### src/shared/buck_seq_pkg.sv
// Functional notes
// - Five-bit code sets target; enable low gives zero.
// - Target ramps stepwise at one common rate.
// - Grounded slew pin keeps overvoltage trip; reference slows.
// - Start ramps target from zero to code.
// - Enable low ramps target down to 300 mV.
// - Stop end: gates low, feedback discharge on.
// - Bias supply loss resets everything, never latches.
// - Power good only inside target window.
// - Power good drops on enable low or undervoltage.
// - Window evaluation held while target ramps.
// - Above upper limit always drops power good.
// - Overvoltage trip: drop good, soft stop, latch.
// - Latched off until bias or enable cycled.
// - Fixed 1.7 V trip forces low-side gates high.
// - Undervoltage for 80 us: soft stop, latch.
// - Valley limit withholds next on-pulse per phase.
// - Overcurrent ends through undervoltage shut-off.
// - Sinking limit 50% above positive, valley style.
// - Thermal alert low at 720 mV sense.
// - 160 C shutdown; restart cooled and recycled.
// - Gate drive confirms one switch off first; crowbar forces low-side on with no check.
package buck_seq_pkg;

  // Millivolt quantities share one width.
  localparam int unsigned MV_W           = 12;
  localparam logic [11:0] CODE_TOP_MV    = 12'h4E2;
  localparam logic [11:0] CODE_STEP_MV   = 12'h019;
  localparam logic [4:0]  CODE_ALL_ONES  = 5'h1F;
  localparam logic [11:0] CODE_ONES_MV   = 12'h190;
  localparam logic [11:0] STOP_MV        = 12'h12C;
  localparam logic [11:0] PG_HIGH_MV     = 12'h0C8;
  localparam logic [11:0] PG_LOW_MV      = 12'h12C;
  localparam logic [11:0] OVP_MV         = 12'h0C8;
  localparam logic [11:0] FIXED_OVP_MV   = 12'h6A4;
  localparam logic [11:0] ALERT_MV       = 12'h2D0;
  localparam logic [7:0]  SHUTDOWN_C     = 8'hA0;
  localparam logic [7:0]  COOL_C         = 8'h96;

  // Slew accumulator increments, in ratio of the two slew references.
  localparam logic [4:0]  SLEW_INC_GND   = 5'h19;
  localparam logic [4:0]  SLEW_INC_REF   = 5'h09;

  // Undervoltage persistence time, rounded up to whole cycles.
  localparam int unsigned CLK_PERIOD_NS  = 25;
  localparam int unsigned UV_TIME_NS     = 80000;
  localparam int unsigned UV_CYCLES      = (UV_TIME_NS + CLK_PERIOD_NS - 1) / CLK_PERIOD_NS;

  // Register map, byte addresses.
  localparam logic [11:0] CTRL_OFS       = 12'h000;
  localparam logic [11:0] STATUS_OFS     = 12'h004;
  localparam logic [11:0] TARGET_OFS     = 12'h008;
  localparam logic [11:0] FAULT_OFS      = 12'h00C;
  localparam logic [15:0] SLEW_PERIOD_RST = 16'h0008;

  // Status register fields.
  localparam int unsigned ST_STATE_LSB   = 0;
  localparam int unsigned ST_RAMP_BIT    = 8;
  localparam int unsigned ST_PG_BIT      = 9;
  localparam int unsigned ST_ALERT_BIT   = 10;
  localparam int unsigned ST_OVPEN_BIT   = 11;
  localparam int unsigned ST_DISCH_BIT   = 12;
  localparam int unsigned ST_PGPIN_BIT   = 13;
  localparam int unsigned ST_ALPIN_BIT   = 14;

  // Fault cause bits.
  localparam int unsigned FLT_OVP        = 0;
  localparam int unsigned FLT_UVP        = 1;
  localparam int unsigned FLT_FIXED      = 2;
  localparam int unsigned FLT_THERM      = 3;

  typedef enum logic [4:0] {
    ST_OFF     = 5'h01,
    ST_RUN     = 5'h02,
    ST_STOP    = 5'h04,
    ST_LATCH   = 5'h08,
    ST_CROWBAR = 5'h10
  } seq_state_t;

endpackage : buck_seq_pkg

### src/rtl/buck_fault_sequencer.sv
`timescale 1ns/100ps
module buck_fault_sequencer #(
  parameter int unsigned PHASES  = 2,
  parameter int unsigned SLEW_W  = 16
) (
  input  wire logic                pclk,
  input  wire logic                presetn,
  input  wire logic                psel,
  input  wire logic                penable,
  input  wire logic                pwrite,
  input  wire logic [11:0]         paddr,
  input  wire logic [31:0]         pwdata,
  output logic                     pready,
  output logic                     pslverr,
  output logic [31:0]              prdata,
  input  wire logic                enable,
  input  wire logic [4:0]          voltage_code,
  input  wire logic                filtered_bias_supply_ok,
  input  wire logic                slew_set_pin,
  input  wire logic [11:0]         output_feedback,
  input  wire logic [11:0]         thermistor_sense,
  input  wire logic [7:0]          die_temp,
  input  wire logic [PHASES-1:0]   on_pulse_req,
  input  wire logic [PHASES-1:0]   over_current,
  input  wire logic [PHASES-1:0]   sink_over_current,
  input  wire logic [PHASES-1:0]   switch_node_sense,
  input  wire logic [PHASES-1:0]   low_side_sense,
  output logic [PHASES-1:0]        high_side_gate_drive,
  output logic [PHASES-1:0]        low_side_gate_drive,
  output logic [11:0]              dac_target_voltage,
  output logic                     feedback_discharge,
  input  wire logic                power_good_in,
  output logic                     power_good_out,
  output logic                     power_good_oe,
  input  wire logic                thermal_alert_in,
  output logic                     thermal_alert_out,
  output logic                     thermal_alert_oe
);

  // Parameters the logic cannot serve are refused.
  if (PHASES < 1 || PHASES > 8 || SLEW_W < 5 || SLEW_W > 24)
  begin : g_bad_param
    $error("buck_fault_sequencer: unsupported parameter value");
  end

  buck_seq_pkg::seq_state_t state_r;
  buck_seq_pkg::seq_state_t state_nxt;
  logic [11:0]           dac_r;
  logic [11:0]           code_mv;
  logic [11:0]           goal_mv;
  logic                  ramping;
  logic [SLEW_W-1:0]     slew_period_r;
  logic [SLEW_W+5:0]     slew_acc_r;
  logic [SLEW_W+5:0]     slew_sum;
  logic [SLEW_W+5:0]     slew_thr;
  logic                  slew_tick;
  logic                  ovp_enabled;
  logic                  above_upper;
  logic                  below_lower;
  logic                  ovp_trip;
  logic                  fixed_trip;
  logic                  hot_r;
  logic                  uv_trip;
  logic [11:0]           uv_cnt_r;
  logic                  stop_fault_r;
  logic [3:0]            fault_r;
  logic                  pg_r;
  logic                  alert_r;
  logic                  drive_ok;
  logic [PHASES-1:0]     hs_r;
  logic [PHASES-1:0]     ls_r;
  logic                  dis_r;
  logic                  rd_hit;
  logic [31:0]           rd_mux;

  // Code decode: all ones has its own level, enable low gives zero.
  always_comb
  begin
    if (!enable)
      code_mv = 12'h000;
    else if (voltage_code == buck_seq_pkg::CODE_ALL_ONES)
      code_mv = buck_seq_pkg::CODE_ONES_MV;
    else
      code_mv = buck_seq_pkg::CODE_TOP_MV - buck_seq_pkg::CODE_STEP_MV * {7'h00, voltage_code};
  end

  // Ramp goal follows the code in run and the stop level in soft stop.
  always_comb
  begin
    if (state_r == buck_seq_pkg::ST_RUN)
      goal_mv = code_mv;
    else if (state_r == buck_seq_pkg::ST_STOP)
      goal_mv = (dac_r > buck_seq_pkg::STOP_MV) ? buck_seq_pkg::STOP_MV : dac_r;
    else
      goal_mv = 12'h000;
  end

  assign ramping = (state_r == buck_seq_pkg::ST_RUN || state_r == buck_seq_pkg::ST_STOP)
                   && (dac_r != goal_mv);

  // Grounded slew pin keeps the trip; the reference setting slows the rate.
  assign ovp_enabled = !slew_set_pin;
  assign slew_sum = slew_acc_r + {{(SLEW_W+1){1'b0}},
                    (slew_set_pin ? buck_seq_pkg::SLEW_INC_REF : buck_seq_pkg::SLEW_INC_GND)};
  // Threshold is formed at full accumulator width so long periods never wrap.
  assign slew_thr = (SLEW_W+6)'(slew_period_r == '0 ? SLEW_W'(1) : slew_period_r)
                    * (SLEW_W+6)'(buck_seq_pkg::SLEW_INC_GND);
  assign slew_tick = ramping && (slew_sum >= slew_thr);

  // Slew rate accumulator; the rate never depends on load or frequency.
  always_ff @(posedge pclk or negedge presetn)
  begin
    if (!presetn)
      slew_acc_r <= '0;
    else if (!ramping)
      slew_acc_r <= '0;
    else if (slew_tick)
      slew_acc_r <= slew_sum - slew_thr;
    else
      slew_acc_r <= slew_sum;
  end

  // Target moves one millivolt per tick toward its goal.
  always_ff @(posedge pclk or negedge presetn)
  begin
    if (!presetn)
      dac_r <= 12'h000;
    else if (state_r != buck_seq_pkg::ST_RUN && state_r != buck_seq_pkg::ST_STOP)
      dac_r <= 12'h000;
    else if (slew_tick && dac_r < goal_mv)
      dac_r <= dac_r + 12'h001;
    else if (slew_tick && dac_r > goal_mv)
      dac_r <= dac_r - 12'h001;
  end

  // Window comparisons in 13 bits so the limits never wrap.
  assign above_upper = {1'b0, output_feedback} > {1'b0, dac_r} + {1'b0, buck_seq_pkg::PG_HIGH_MV};
  assign below_lower = {1'b0, output_feedback} + {1'b0, buck_seq_pkg::PG_LOW_MV} < {1'b0, dac_r};
  assign ovp_trip    = ovp_enabled && !ramping && state_r == buck_seq_pkg::ST_RUN
                       && ({1'b0, output_feedback} > {1'b0, dac_r} + {1'b0, buck_seq_pkg::OVP_MV});
  assign fixed_trip  = output_feedback > buck_seq_pkg::FIXED_OVP_MV;
  assign uv_trip     = below_lower && !ramping && state_r == buck_seq_pkg::ST_RUN
                       && uv_cnt_r == 12'(buck_seq_pkg::UV_CYCLES - 1);

  // Undervoltage persistence counter, restarted by any cycle inside limits.
  always_ff @(posedge pclk or negedge presetn)
  begin
    if (!presetn)
      uv_cnt_r <= 12'h000;
    else if (!below_lower || ramping || state_r != buck_seq_pkg::ST_RUN)
      uv_cnt_r <= 12'h000;
    else if (uv_cnt_r != 12'(buck_seq_pkg::UV_CYCLES - 1))
      uv_cnt_r <= uv_cnt_r + 12'h001;
  end

  // Thermal shutdown level with cooling hysteresis.
  always_ff @(posedge pclk or negedge presetn)
  begin
    if (!presetn)
      hot_r <= 1'b0;
    else if (die_temp >= buck_seq_pkg::SHUTDOWN_C)
      hot_r <= 1'b1;
    else if (die_temp <= buck_seq_pkg::COOL_C)
      hot_r <= 1'b0;
  end

  // Sequencer next state.
  always_comb
  begin
    state_nxt = state_r;
    unique case (state_r)
      buck_seq_pkg::ST_OFF:
        if (enable && !hot_r)
          state_nxt = buck_seq_pkg::ST_RUN;
      buck_seq_pkg::ST_RUN:
        if (die_temp >= buck_seq_pkg::SHUTDOWN_C)
          state_nxt = buck_seq_pkg::ST_LATCH;
        else if (!enable || ovp_trip || uv_trip)
          state_nxt = buck_seq_pkg::ST_STOP;
      buck_seq_pkg::ST_STOP:
        if (die_temp >= buck_seq_pkg::SHUTDOWN_C)
          state_nxt = buck_seq_pkg::ST_LATCH;
        else if (dac_r <= buck_seq_pkg::STOP_MV)
          state_nxt = stop_fault_r ? buck_seq_pkg::ST_LATCH : buck_seq_pkg::ST_OFF;
      buck_seq_pkg::ST_LATCH:
        if (!enable && !hot_r)
          state_nxt = buck_seq_pkg::ST_OFF;
      buck_seq_pkg::ST_CROWBAR:
        if (!enable)
          state_nxt = buck_seq_pkg::ST_OFF;
      default:
        state_nxt = buck_seq_pkg::ST_OFF;
    endcase
    if (fixed_trip)
      state_nxt = buck_seq_pkg::ST_CROWBAR;
  end

  // Bias supply loss returns everything to off without latching.
  always_ff @(posedge pclk or negedge presetn)
  begin
    if (!presetn)
      state_r <= buck_seq_pkg::ST_OFF;
    else if (!filtered_bias_supply_ok)
      state_r <= buck_seq_pkg::ST_OFF;
    else
      state_r <= state_nxt;
  end

  // Fault causes; cleared only by a bias restart or a next state of off, unless coming from soft stop.
  always_ff @(posedge pclk or negedge presetn)
  begin
    if (!presetn)
    begin
      fault_r      <= 4'h0;
      stop_fault_r <= 1'b0;
    end
    else if (!filtered_bias_supply_ok)
    begin
      fault_r      <= 4'h0;
      stop_fault_r <= 1'b0;
    end
    else
    begin
      if (state_nxt == buck_seq_pkg::ST_OFF && state_r != buck_seq_pkg::ST_STOP)
        fault_r <= 4'h0;
      if (ovp_trip)
        fault_r[buck_seq_pkg::FLT_OVP] <= 1'b1;
      if (uv_trip)
        fault_r[buck_seq_pkg::FLT_UVP] <= 1'b1;
      if (fixed_trip)
        fault_r[buck_seq_pkg::FLT_FIXED] <= 1'b1;
      if (die_temp >= buck_seq_pkg::SHUTDOWN_C)
        fault_r[buck_seq_pkg::FLT_THERM] <= 1'b1;
      if (state_r == buck_seq_pkg::ST_RUN)
        stop_fault_r <= ovp_trip || uv_trip;
    end
  end

  // Power good: forced low off-run, windowed when settled, held while ramping unless above the upper limit.
  always_ff @(posedge pclk or negedge presetn)
  begin
    if (!presetn)
      pg_r <= 1'b0;
    else if (!enable || state_r != buck_seq_pkg::ST_RUN || state_nxt != buck_seq_pkg::ST_RUN)
      pg_r <= 1'b0;
    else if (above_upper || (below_lower && !ramping))
      pg_r <= 1'b0;
    else if (!ramping)
      pg_r <= 1'b1;
  end

  // Thermal alert follows the sense level; regulation is untouched.
  always_ff @(posedge pclk or negedge presetn)
  begin
    if (!presetn)
      alert_r <= 1'b0;
    else
      alert_r <= thermistor_sense >= buck_seq_pkg::ALERT_MV;
  end

  // Per-phase gate drive with valley limits and cross-conduction interlock.
  assign drive_ok = state_r == buck_seq_pkg::ST_RUN || state_r == buck_seq_pkg::ST_STOP;

  for (genvar i = 0; i < PHASES; i++)
  begin : g_phase
    always_ff @(posedge pclk or negedge presetn)
    begin
      if (!presetn)
      begin
        hs_r[i] <= 1'b0;
        ls_r[i] <= 1'b0;
      end
      else if (state_r == buck_seq_pkg::ST_CROWBAR)
      begin
        hs_r[i] <= 1'b0;
        ls_r[i] <= 1'b1;
      end
      else
      begin
        hs_r[i] <= drive_ok && on_pulse_req[i] && !over_current[i]
                   && !low_side_sense[i] && !ls_r[i];
        ls_r[i] <= drive_ok && !on_pulse_req[i] && !sink_over_current[i]
                   && !switch_node_sense[i] && !hs_r[i];
      end
    end
  end

  // Discharge path after the stop completes and while held off.
  always_ff @(posedge pclk or negedge presetn)
  begin
    if (!presetn)
      dis_r <= 1'b1;
    else
      dis_r <= state_r == buck_seq_pkg::ST_OFF || state_r == buck_seq_pkg::ST_LATCH;
  end

  assign high_side_gate_drive = hs_r;
  assign low_side_gate_drive  = ls_r;
  assign dac_target_voltage   = dac_r;
  assign feedback_discharge   = dis_r;
  assign power_good_out       = 1'b0;
  assign power_good_oe        = !pg_r;
  assign thermal_alert_out    = 1'b0;
  assign thermal_alert_oe     = alert_r;

  // Register slave: zero wait states, read data captured in the setup cycle.
  assign rd_hit  = paddr == buck_seq_pkg::CTRL_OFS || paddr == buck_seq_pkg::STATUS_OFS
                   || paddr == buck_seq_pkg::TARGET_OFS || paddr == buck_seq_pkg::FAULT_OFS;
  assign pready  = 1'b1;
  assign pslverr = psel && penable && !rd_hit;

  always_comb
  begin
    rd_mux = 32'h0000_0000;
    unique case (paddr)
      buck_seq_pkg::CTRL_OFS:   rd_mux[SLEW_W-1:0] = slew_period_r;
      buck_seq_pkg::STATUS_OFS:
      begin
        rd_mux[buck_seq_pkg::ST_STATE_LSB +: 5] = state_r;
        rd_mux[buck_seq_pkg::ST_RAMP_BIT]  = ramping;
        rd_mux[buck_seq_pkg::ST_PG_BIT]    = pg_r;
        rd_mux[buck_seq_pkg::ST_ALERT_BIT] = alert_r;
        rd_mux[buck_seq_pkg::ST_OVPEN_BIT] = ovp_enabled;
        rd_mux[buck_seq_pkg::ST_DISCH_BIT] = dis_r;
        rd_mux[buck_seq_pkg::ST_PGPIN_BIT] = power_good_in;
        rd_mux[buck_seq_pkg::ST_ALPIN_BIT] = thermal_alert_in;
      end
      buck_seq_pkg::TARGET_OFS: rd_mux[11:0] = dac_r;
      buck_seq_pkg::FAULT_OFS:  rd_mux[3:0]  = fault_r;
      default:                  rd_mux = 32'h0000_0000;
    endcase
  end

  always_ff @(posedge pclk or negedge presetn)
  begin
    if (!presetn)
      prdata <= 32'h0000_0000;
    else if (psel && !penable && !pwrite)
      prdata <= rd_mux;
  end

  // Slew period register steers the ramp rate.
  always_ff @(posedge pclk or negedge presetn)
  begin
    if (!presetn)
      slew_period_r <= SLEW_W'(buck_seq_pkg::SLEW_PERIOD_RST);
    else if (psel && penable && pwrite && paddr == buck_seq_pkg::CTRL_OFS)
      slew_period_r <= pwdata[SLEW_W-1:0];
  end
endmodule : buck_fault_sequencer

### config.mk
export PLATFORM = sky130hd
export DESIGN_NAME = buck_fault_sequencer
export DESIGN_NICKNAME = d
export VERILOG_FILES = /design/src/shared/buck_seq_pkg.sv /design/src/rtl/buck_fault_sequencer.sv
export SDC_FILE = /design/constraint.sdc
export NUM_CORES = 1
export LEC_CHECK = 0
export ABC_AREA = 1
export ABC_CLOCK_PERIOD_IN_PS = 6700
export BUFFER_PORTS_ARGS = -buffer_cell sky130_fd_sc_hd__buf_2
export CAP_MARGIN = 20
export CORE_UTILIZATION = 54
export DETAILED_ROUTE_END_ITERATION = 12
export PLACE_DENSITY = 0.79
export SLEW_MARGIN = 20
export SYNTH_ARGS = -nofsm -noshare
export SYNTH_HDL_FRONTEND = slang
export SYNTH_SLANG_ARGS = --single-unit
### constraint.sdc
create_clock -name pclk -period 6.7 [get_ports pclk]
set_clock_uncertainty 0.15 [all_clocks]
set_input_delay 1.34 -clock pclk [delete_from_list [all_inputs] [get_ports pclk]]
set_output_delay 1.34 -clock pclk [all_outputs]
set_load 0.1 [all_outputs]
==> flow_metrics.tcl, run 1 <==
set metrics [dict create \
    cp.depth 43 \
    p_per_area_mw_per_mm2 111 \
    cts.clk_slew.worst_paths_ns 0.07 \
    ys_async_sr_fraction_pct 100 \
    r2r_end "dac_target_voltage[9]$_DFFE_PN0P_" \
    ir_drop_mv 0.148 \
    rows 50 \
    grt_overflow 0 \
    cts-root-buf "clkbuf_16" \
    ios 156 \
    htree_levels 3 \
    antenna_found_initial 0 \
    required_ns 6.78 \
    die_w_um 142 \
    cts_tree "built" \
    postSynthAreaPerCell_sq_um 7.23 \
    drt-vias-per-instance 5.48 \
    clock_latency_ns 0.35 \
    r2r_start "slew_period_r[2]$_DFFE_PN0P_" \
    io_buffers 116 \
    cp_slowest_stage_delay_ns 0.54 \
    finalNonFillerCells 1913 \
    hold_viol 0 \
    synth_edf_count 0 \
    first_pass_iters 5 \
    drc 0 \
    grt_use_total_pct 28.1 \
    seq_area_sq_mm 0.00241 \
    post-route-util_pct 67.3 \
    n_antenna_cell 0 \
    leakagePower_nw 6.91 \
    grt_max_degree 74 \
    grt_pass1_vias 9504 \
    finalSetupTns_ns 0 \
    cp.arrival_ns 6.71 \
    status "completed" \
    worst-path-max-fanout 8 \
    place.gp.congestion 0.961 \
    rrSetupSlack_ns 0.06 \
    hp-start "low_side_gate_drive[0]$_DFF_PN0_" \
    initial_core_util_pct 55.8 \
    min_path_cells 1 \
    drive_above_1_share_pct 22.0 \
    synth_flop_cell "dfrtp_1" \
    fin_area_sq_mm 0.0127 \
    die_y_um 142 \
    setup.worst_path.start_class "register" \
    drv_slew 0 \
    seq_area_frac_synth_pct 22.8 \
    crit_path_frequent_cell "nand2_2" \
    fin_nets 1911 \
    cts_sinks 96 \
    synth_area_sq_mm 0.0105 \
    core-area_sq_mm 0.0189 \
    dpl_cell_area_sq_mm 0.0118 \
    fill_cells 1544 \
    synth_warnings 0 \
    syn2layout_area_growth_pct 20.7 \
    fin_crit_sh_pct 99.0 \
    endpoint_kind "register" \
    vias 10500 \
    cp_slowest_cell "fa_1" \
    yosysTopAreaCellShare_pct 22.1 \
    holdPathEnd "high_side_gate_drive[0]$_DFF_PN0_" \
    fmax_ghz 0.151 \
    hp-class "reg2reg" \
    critical_path_class "reg2reg" \
    ff2ff_path_depth 43 \
    drt-total-wl_um 29600 \
    synth_area_leaders "dfrtp_1 (22%), ha_1 (17%), nand2_1 (11%)" \
    layout_min_cycle_time_ns 6.64 \
    yosys.cell_types.count 52 \
    hpwl_um 22800 \
    ant_nets 0 \
    multi_input_comb_area_sq_mm 0.00769 \
    die_area_sq_mm 0.0201 \
    finalSetupViolCount 0 \
    synth_largest_area_cell "dfrtp_1" \
    max_cap_violations 0 \
    synth_cells 1458 \
    worst_pin_slew_ns 0.950 \
    ys_ff_latch 96 \
    drt_iter0_drc 667 \
    total_power_mw 1.41 \
    cts_buffers 9 \
    path_delay_family "adder cells" \
    path_buf_inv 6 \
    grt_pass1_wl_um 44800 \
    maxSlewHeadroom_pct 36.0 \
    rsz0062_at_grt "true" \
    clk_path_buf_depth 2 \
    wire_per_inst_um 15.5 \
    place_inst 1885 \
]
## cell usage in the layout (no fill, tap or decap), drive strengths merged, types with 32 or more instances in the layout
master    n
buf     195
dfrtp    93
o21ai    76
nand3    88
ha      147
xor2     45
a21oi    91
nor3     32
nand2   327
inv     221
nor2    135
## per-stage QoR
step                hold WS [ns]  setup slack, ns
floorplan                  0.341           0.0190
global placement           0.265          0.00508
detailed placement         0.275           -0.180
CTS                        0.285           0.0220
global route               0.294           -0.312
finish                     0.279           0.0637
## kinds of logic (layout without fill, tap and decap cells)
family | count (synthesis) | in the layout | share of synthesized area (%)
AND/OR/NAND/NOR | 634 | 634 | 26.9
XOR/XNOR | 71 | 71 | 5.90
buffers and inverters | 256 | 433 | 10.3
other | 2 | 20 | 0.0713
multiplexers | 16 | 16 | 2.07
flip-flops | 96 | 96 | 22.8
AO/OA/AOI/OAI | 221 | 221 | 11.6
adder cells (fa/ha/maj) | 162 | 162 | 20.3
## metal layers
metal	global-route usage, %	vias to the layer above	wire [um]	part of all wire (%)
li1	-	5149	-	-
met1	38.3	4880	13400	45
met2	44.7	391	13500	46
met3	4.18	58	1840	6.2
met4	11.1	0	797	2.7
met5	0	-	0	0
## synthesized netlist by cell type, types with 3 or more instances
master and count:
fa_1 15, nor3_1 29, a211oi_1 5, buf_4 20, buf_6 6, nor4_1 10, nand3_2 5, nand3b_1 5
nor2_1 128, o31ai_1 3, ha_1 147, xnor2_1 26, nor2_2 4, nor2_4 3, nand3_1 83, mux2_4 10
mux2_2 6, nand2_2 10, a21o_1 3, o21ai_1 18, nand2_1 313, nand2_4 4, a21oi_1 91, xor2_1 45
inv_2 6, o21bai_1 4, clkbuf_1 6, inv_1 214, a31oi_1 3, dfrtp_1 93, nand4_1 22, or2_2 8
dfstp_2 3, o22ai_1 19, o21a_1 8, o21ai_0 58
## layout make-up
| cell class | instances | area share [%] |
|---|---|---|
| clock buffers | 11 | 1.83 |
| clock inverters | 5 | 0.256 |
| inverters | 222 | 6.58 |
| multi-input cells | 1124 | 60.5 |
| flip-flops and latches | 96 | 18.9 |
| well taps | 260 | 2.56 |
| repair buffers | 195 | 9.38 |
## sequential cells by signal, indices dropped and copies added, names as in the netlist
register	count
slew_acc_r	22
dac_target_voltage	12
thermal_alert_oe	1
stop_fault_r	1
uv_cnt_r	12
feedback_discharge	1
hot_r	1
slew_period_r	16
state_r	5
prdata	16
low_side_gate_drive	2
fault_r	4
pg_r	1
high_side_gate_drive	2
## power by group
| part | leakage, nW | internal [mW] | switching, mW | total [mW] |
|---|---|---|---|---|
| combinational | 5.46 | 0.0943 | 0.235 | 0.329 |
| sequential | 1.31 | 0.589 | 0.00635 | 0.595 |
| clock | 0.134 | 0.253 | 0.229 | 0.482 |
## worst register-to-register path: cells and delay by family, from the launching register on
family,cells,cell delay [ns]
xor+xnor,2,0.32
buf+inv,6,0.65
compound gates,7,0.91
simple gates,21,1.99
flops,1,0.40
fa+ha+maj,7,2.11
## worst max-delay path by stage
stage                                       start                                  to
finish               slew_period_r[2]$_DFFE_PN0P_   dac_target_voltage[9]$_DFFE_PN0P_
global route         slew_period_r[0]$_DFFE_PN0P_  dac_target_voltage[10]$_DFFE_PN0P_
CTS                 slew_period_r[14]$_DFFE_PN0P_   dac_target_voltage[9]$_DFFE_PN0P_
detailed placement  slew_period_r[14]$_DFFE_PN0P_   dac_target_voltage[9]$_DFFE_PN0P_
global placement    slew_period_r[15]$_DFFE_PN0P_   dac_target_voltage[9]$_DFFE_PN0P_
floorplan            slew_period_r[3]$_DFFE_PN1P_   dac_target_voltage[9]$_DFFE_PN0P_
## what timing repair did
item	4_1_cts	5_1_grt
pin swaps	1	59
gates cloned	0	1
hold buffers	0	0
setup buffers	1	10
endpoints found under the hold margin	0	0
gates resized for setup	18	90
setup endpoints to repair	6	9
Note: power is estimated with default switching activity, not from simulation.
==> inputs of run 2 (changes only) <==
--- a/config.mk
+++ b/config.mk
@@ -9,8 +9,11 @@
 export ABC_CLOCK_PERIOD_IN_PS = 6700
 export BUFFER_PORTS_ARGS = -buffer_cell sky130_fd_sc_hd__buf_2
 export CAP_MARGIN = 20
+export CORE_ASPECT_RATIO = 1.25
 export CORE_UTILIZATION = 54
+export CTS_CLUSTER_DIAMETER = 40
 export DETAILED_ROUTE_END_ITERATION = 12
+export GPL_ROUTABILITY_DRIVEN = 0
 export PLACE_DENSITY = 0.79
 export SLEW_MARGIN = 20
 export SYNTH_ARGS = -nofsm -noshare
==> run 2 against run 1 <==
  * Total power grew 3.7%
  * Non-clock buffer count grew 4
  * Combinational power grew 2%
  * Hold slack gained 0.0014 ns
  * Die area is essentially flat
  * Fmax grew 0.18%
  * Final cell count shrank 1.2%
  * Worst setup slack gained 0.012 ns
  * Routed wire length grew 10%
  * Utilization grew 1.2 points
  * First-iteration DRC count grew 28%
  * Register-to-register slack is essentially flat
==> flow_metrics.tcl, run 2 (synthesis gave the netlist of run 1 again) <==
set metrics [dict create \
    io_buffers 116 \
    vias 10800 \
    drc 0 \
    syn2layout_area_growth_pct 23.0 \
    hp-class "reg2reg" \
    leakagePower_nw 6.95 \
    setup_ws_ns 0.0757 \
    worst-path-max-fanout 7 \
    first_pass_iters 7 \
    seqPwrFrac_pct 40.8 \
    p_sw_mw 0.509 \
    die_y_um 158 \
    cts_tree "built" \
    drive_above_1_share_pct 24.2 \
    cts-root-buf "clkbuf_16" \
    grt_max_degree 66 \
    cp_slowest_stage_delay_ns 0.46 \
    layout_min_cycle_time_ns 6.62 \
    wire_per_inst_um 17.2 \
    largest_register_ff_count 22 \
    rsz0062_at_grt "true" \
    clock_latency_ns 0.37 \
    setup.worst_path.start_class "register" \
    cts_sinks 96 \
    required_ns 6.79 \
    rows 56 \
    layout_top_registers "slew_acc_r x22, prdata x16, slew_period_r x16" \
    htree_levels 3 \
    fmax_ghz 0.151 \
    drt_iter0_drc 853 \
    maxSlewHeadroom_pct 38.6 \
    antenna_found_initial 1 \
    cp_slowest_cell "fa_1" \
    hold_viol 0 \
    core-area_sq_mm 0.0189 \
    status "completed" \
    clockPowerShare_pct 36.3 \
    fin_nets 1916 \
    swShare_pct 34.9 \
    pre_cts_ws_ns -0.0925 \
    drv_slew 0 \
    regMostFlops "slew_acc_r" \
    initial_core_util_pct 55.7 \
    drt-vias-per-instance 5.70 \
    cts-hold-fix-buffers 0 \
    final_common_cell "nand2_1" \
    drt-total-wl_um 32500 \
    grt_pass1_wl_um 48200 \
    fin_area_sq_mm 0.0130 \
    max_cap_violations 0 \
    grt_use_total_pct 30.7 \
    cts_buffers 9 \
    final_cell_mix "nand2_1 (294), inv_1 (194), nor2_1 (124)" \
    total_power_mw 1.46 \
    hpwl_um 23800 \
    clk_path_buf_depth 2 \
    finalSetupViolCount 0 \
    intPower_mw 0.950 \
    post-route-util_pct 68.5 \
    ant_nets 0 \
    cts.clk_slew.worst_paths_ns 0.08 \
    endpoint_kind "register" \
    critical_path_class "reg2reg" \
    p_per_area_mw_per_mm2 113 \
    combinationalPowerShare_pct 22.9 \
    dpl_cell_area_sq_mm 0.0117 \
    cp.arrival_ns 6.71 \
    grt_pass1_vias 9977 \
    ios 156 \
    die_area_sq_mm 0.0201 \
    worst_pin_slew_ns 0.911 \
    crit_path_frequent_cell "nand2_1" \
    ir_drop_mv 0.134 \
    fin_crit_sh_pct 98.9 \
    die_w_um 127 \
    grt_overflow 0 \
]
==> run 2: cell types whose count changed in the layout (fill, tap and decap cells not counted), sizes merged <==
cell,change
buf,+4
inv,+1
diode,+1
clkinvlp,+2
clkbuf,-2
==> run 2: metal layers <==
layer,part of all wire (%),track usage [%],vias to the layer above
met5,0,0,-
met4,6.6,18.9,0
met3,5.2,3.62,153
met2,52,57.1,448
met1,37,33.4,5008
li1,-,-,5161
==> run 2: stage by stage <==
stage	instances	TNS (ns)	hold slack (ns)
2_1_floorplan	1476	0	0.341
3_3_place_gp	1854	0	0.264
3_5_place_dp	1854	-0.225	0.272
4_1_cts	1877	0	0.283
5_1_grt	1891	-1.13	0.331
6_report	1891	0	0.280
==> run 2: repair_timing <==
action                                  in CTS  in global routing
buffers inserted                             6                 13
endpoints found under the setup margin       7                  9
gates resized for setup                     36                118
pin swaps                                   14                 73
cloned                                       1                  0
==> run 2: path summary, 6_finish.rpt <==
path	from	slack, ns	endpoint	cells past startpoint
worst min-delay path	low_side_gate_drive[0]$_DFF_PN0_	0.28	high_side_gate_drive[0]$_DFF_PN0_	1
worst min register to register	low_side_gate_drive[0]$_DFF_PN0_	0.28	high_side_gate_drive[0]$_DFF_PN0_	1
worst max-delay path	slew_period_r[15]$_DFFE_PN0P_	0.08	dac_target_voltage[9]$_DFFE_PN0P_	42
max in group asynchronous	presetn	4.42	slew_period_r[10]$_DFFE_PN0P_	2
min in group asynchronous	presetn	0.78	slew_period_r[15]$_DFFE_PN0P_	1
worst max register to register	slew_period_r[15]$_DFFE_PN0P_	0.08	dac_target_voltage[9]$_DFFE_PN0P_	42
==> run 2: cell type report <==
cell class | count | area, sq um
Multi-Input combinational cell | 1124 | 7890
Fill cell | 1510 | 5960
Sequential cell | 96 | 2410
Timing Repair Buffer | 199 | 1220
Inverter | 222 | 845
Tap cell | 232 | 290
Clock buffer | 9 | 225
Clock inverter | 7 | 80.1
Timing Repair inverter | 1 | 7.51
Antenna cell | 1 | 2.50
==> run 2: critical path, delay by kind of cell, from the launching register on <==
family	cells	cell delay [ns]
xor gates and xnor gates	2	0.23
and+or+nand+nor	23	2.14
AOI/OAI and AO/OA	3	0.41
adders and majority gates	7	2.16
buffers and inverters	7	0.99
DFF	1	0.41
==> run 2: power groups by stage <==
| stage | Clock [mW] | Sequential [mW] | Combinational (mW) |
|---|---|---|---|
| floorplan | 0 | 0.646 | 0.202 |
| global placement | 0 | 0.607 | 0.316 |
| detailed placement | 0 | 0.607 | 0.323 |
| CTS | 0.533 | 0.595 | 0.325 |
| global route | 0.554 | 0.596 | 0.366 |
| finish | 0.530 | 0.596 | 0.334 |
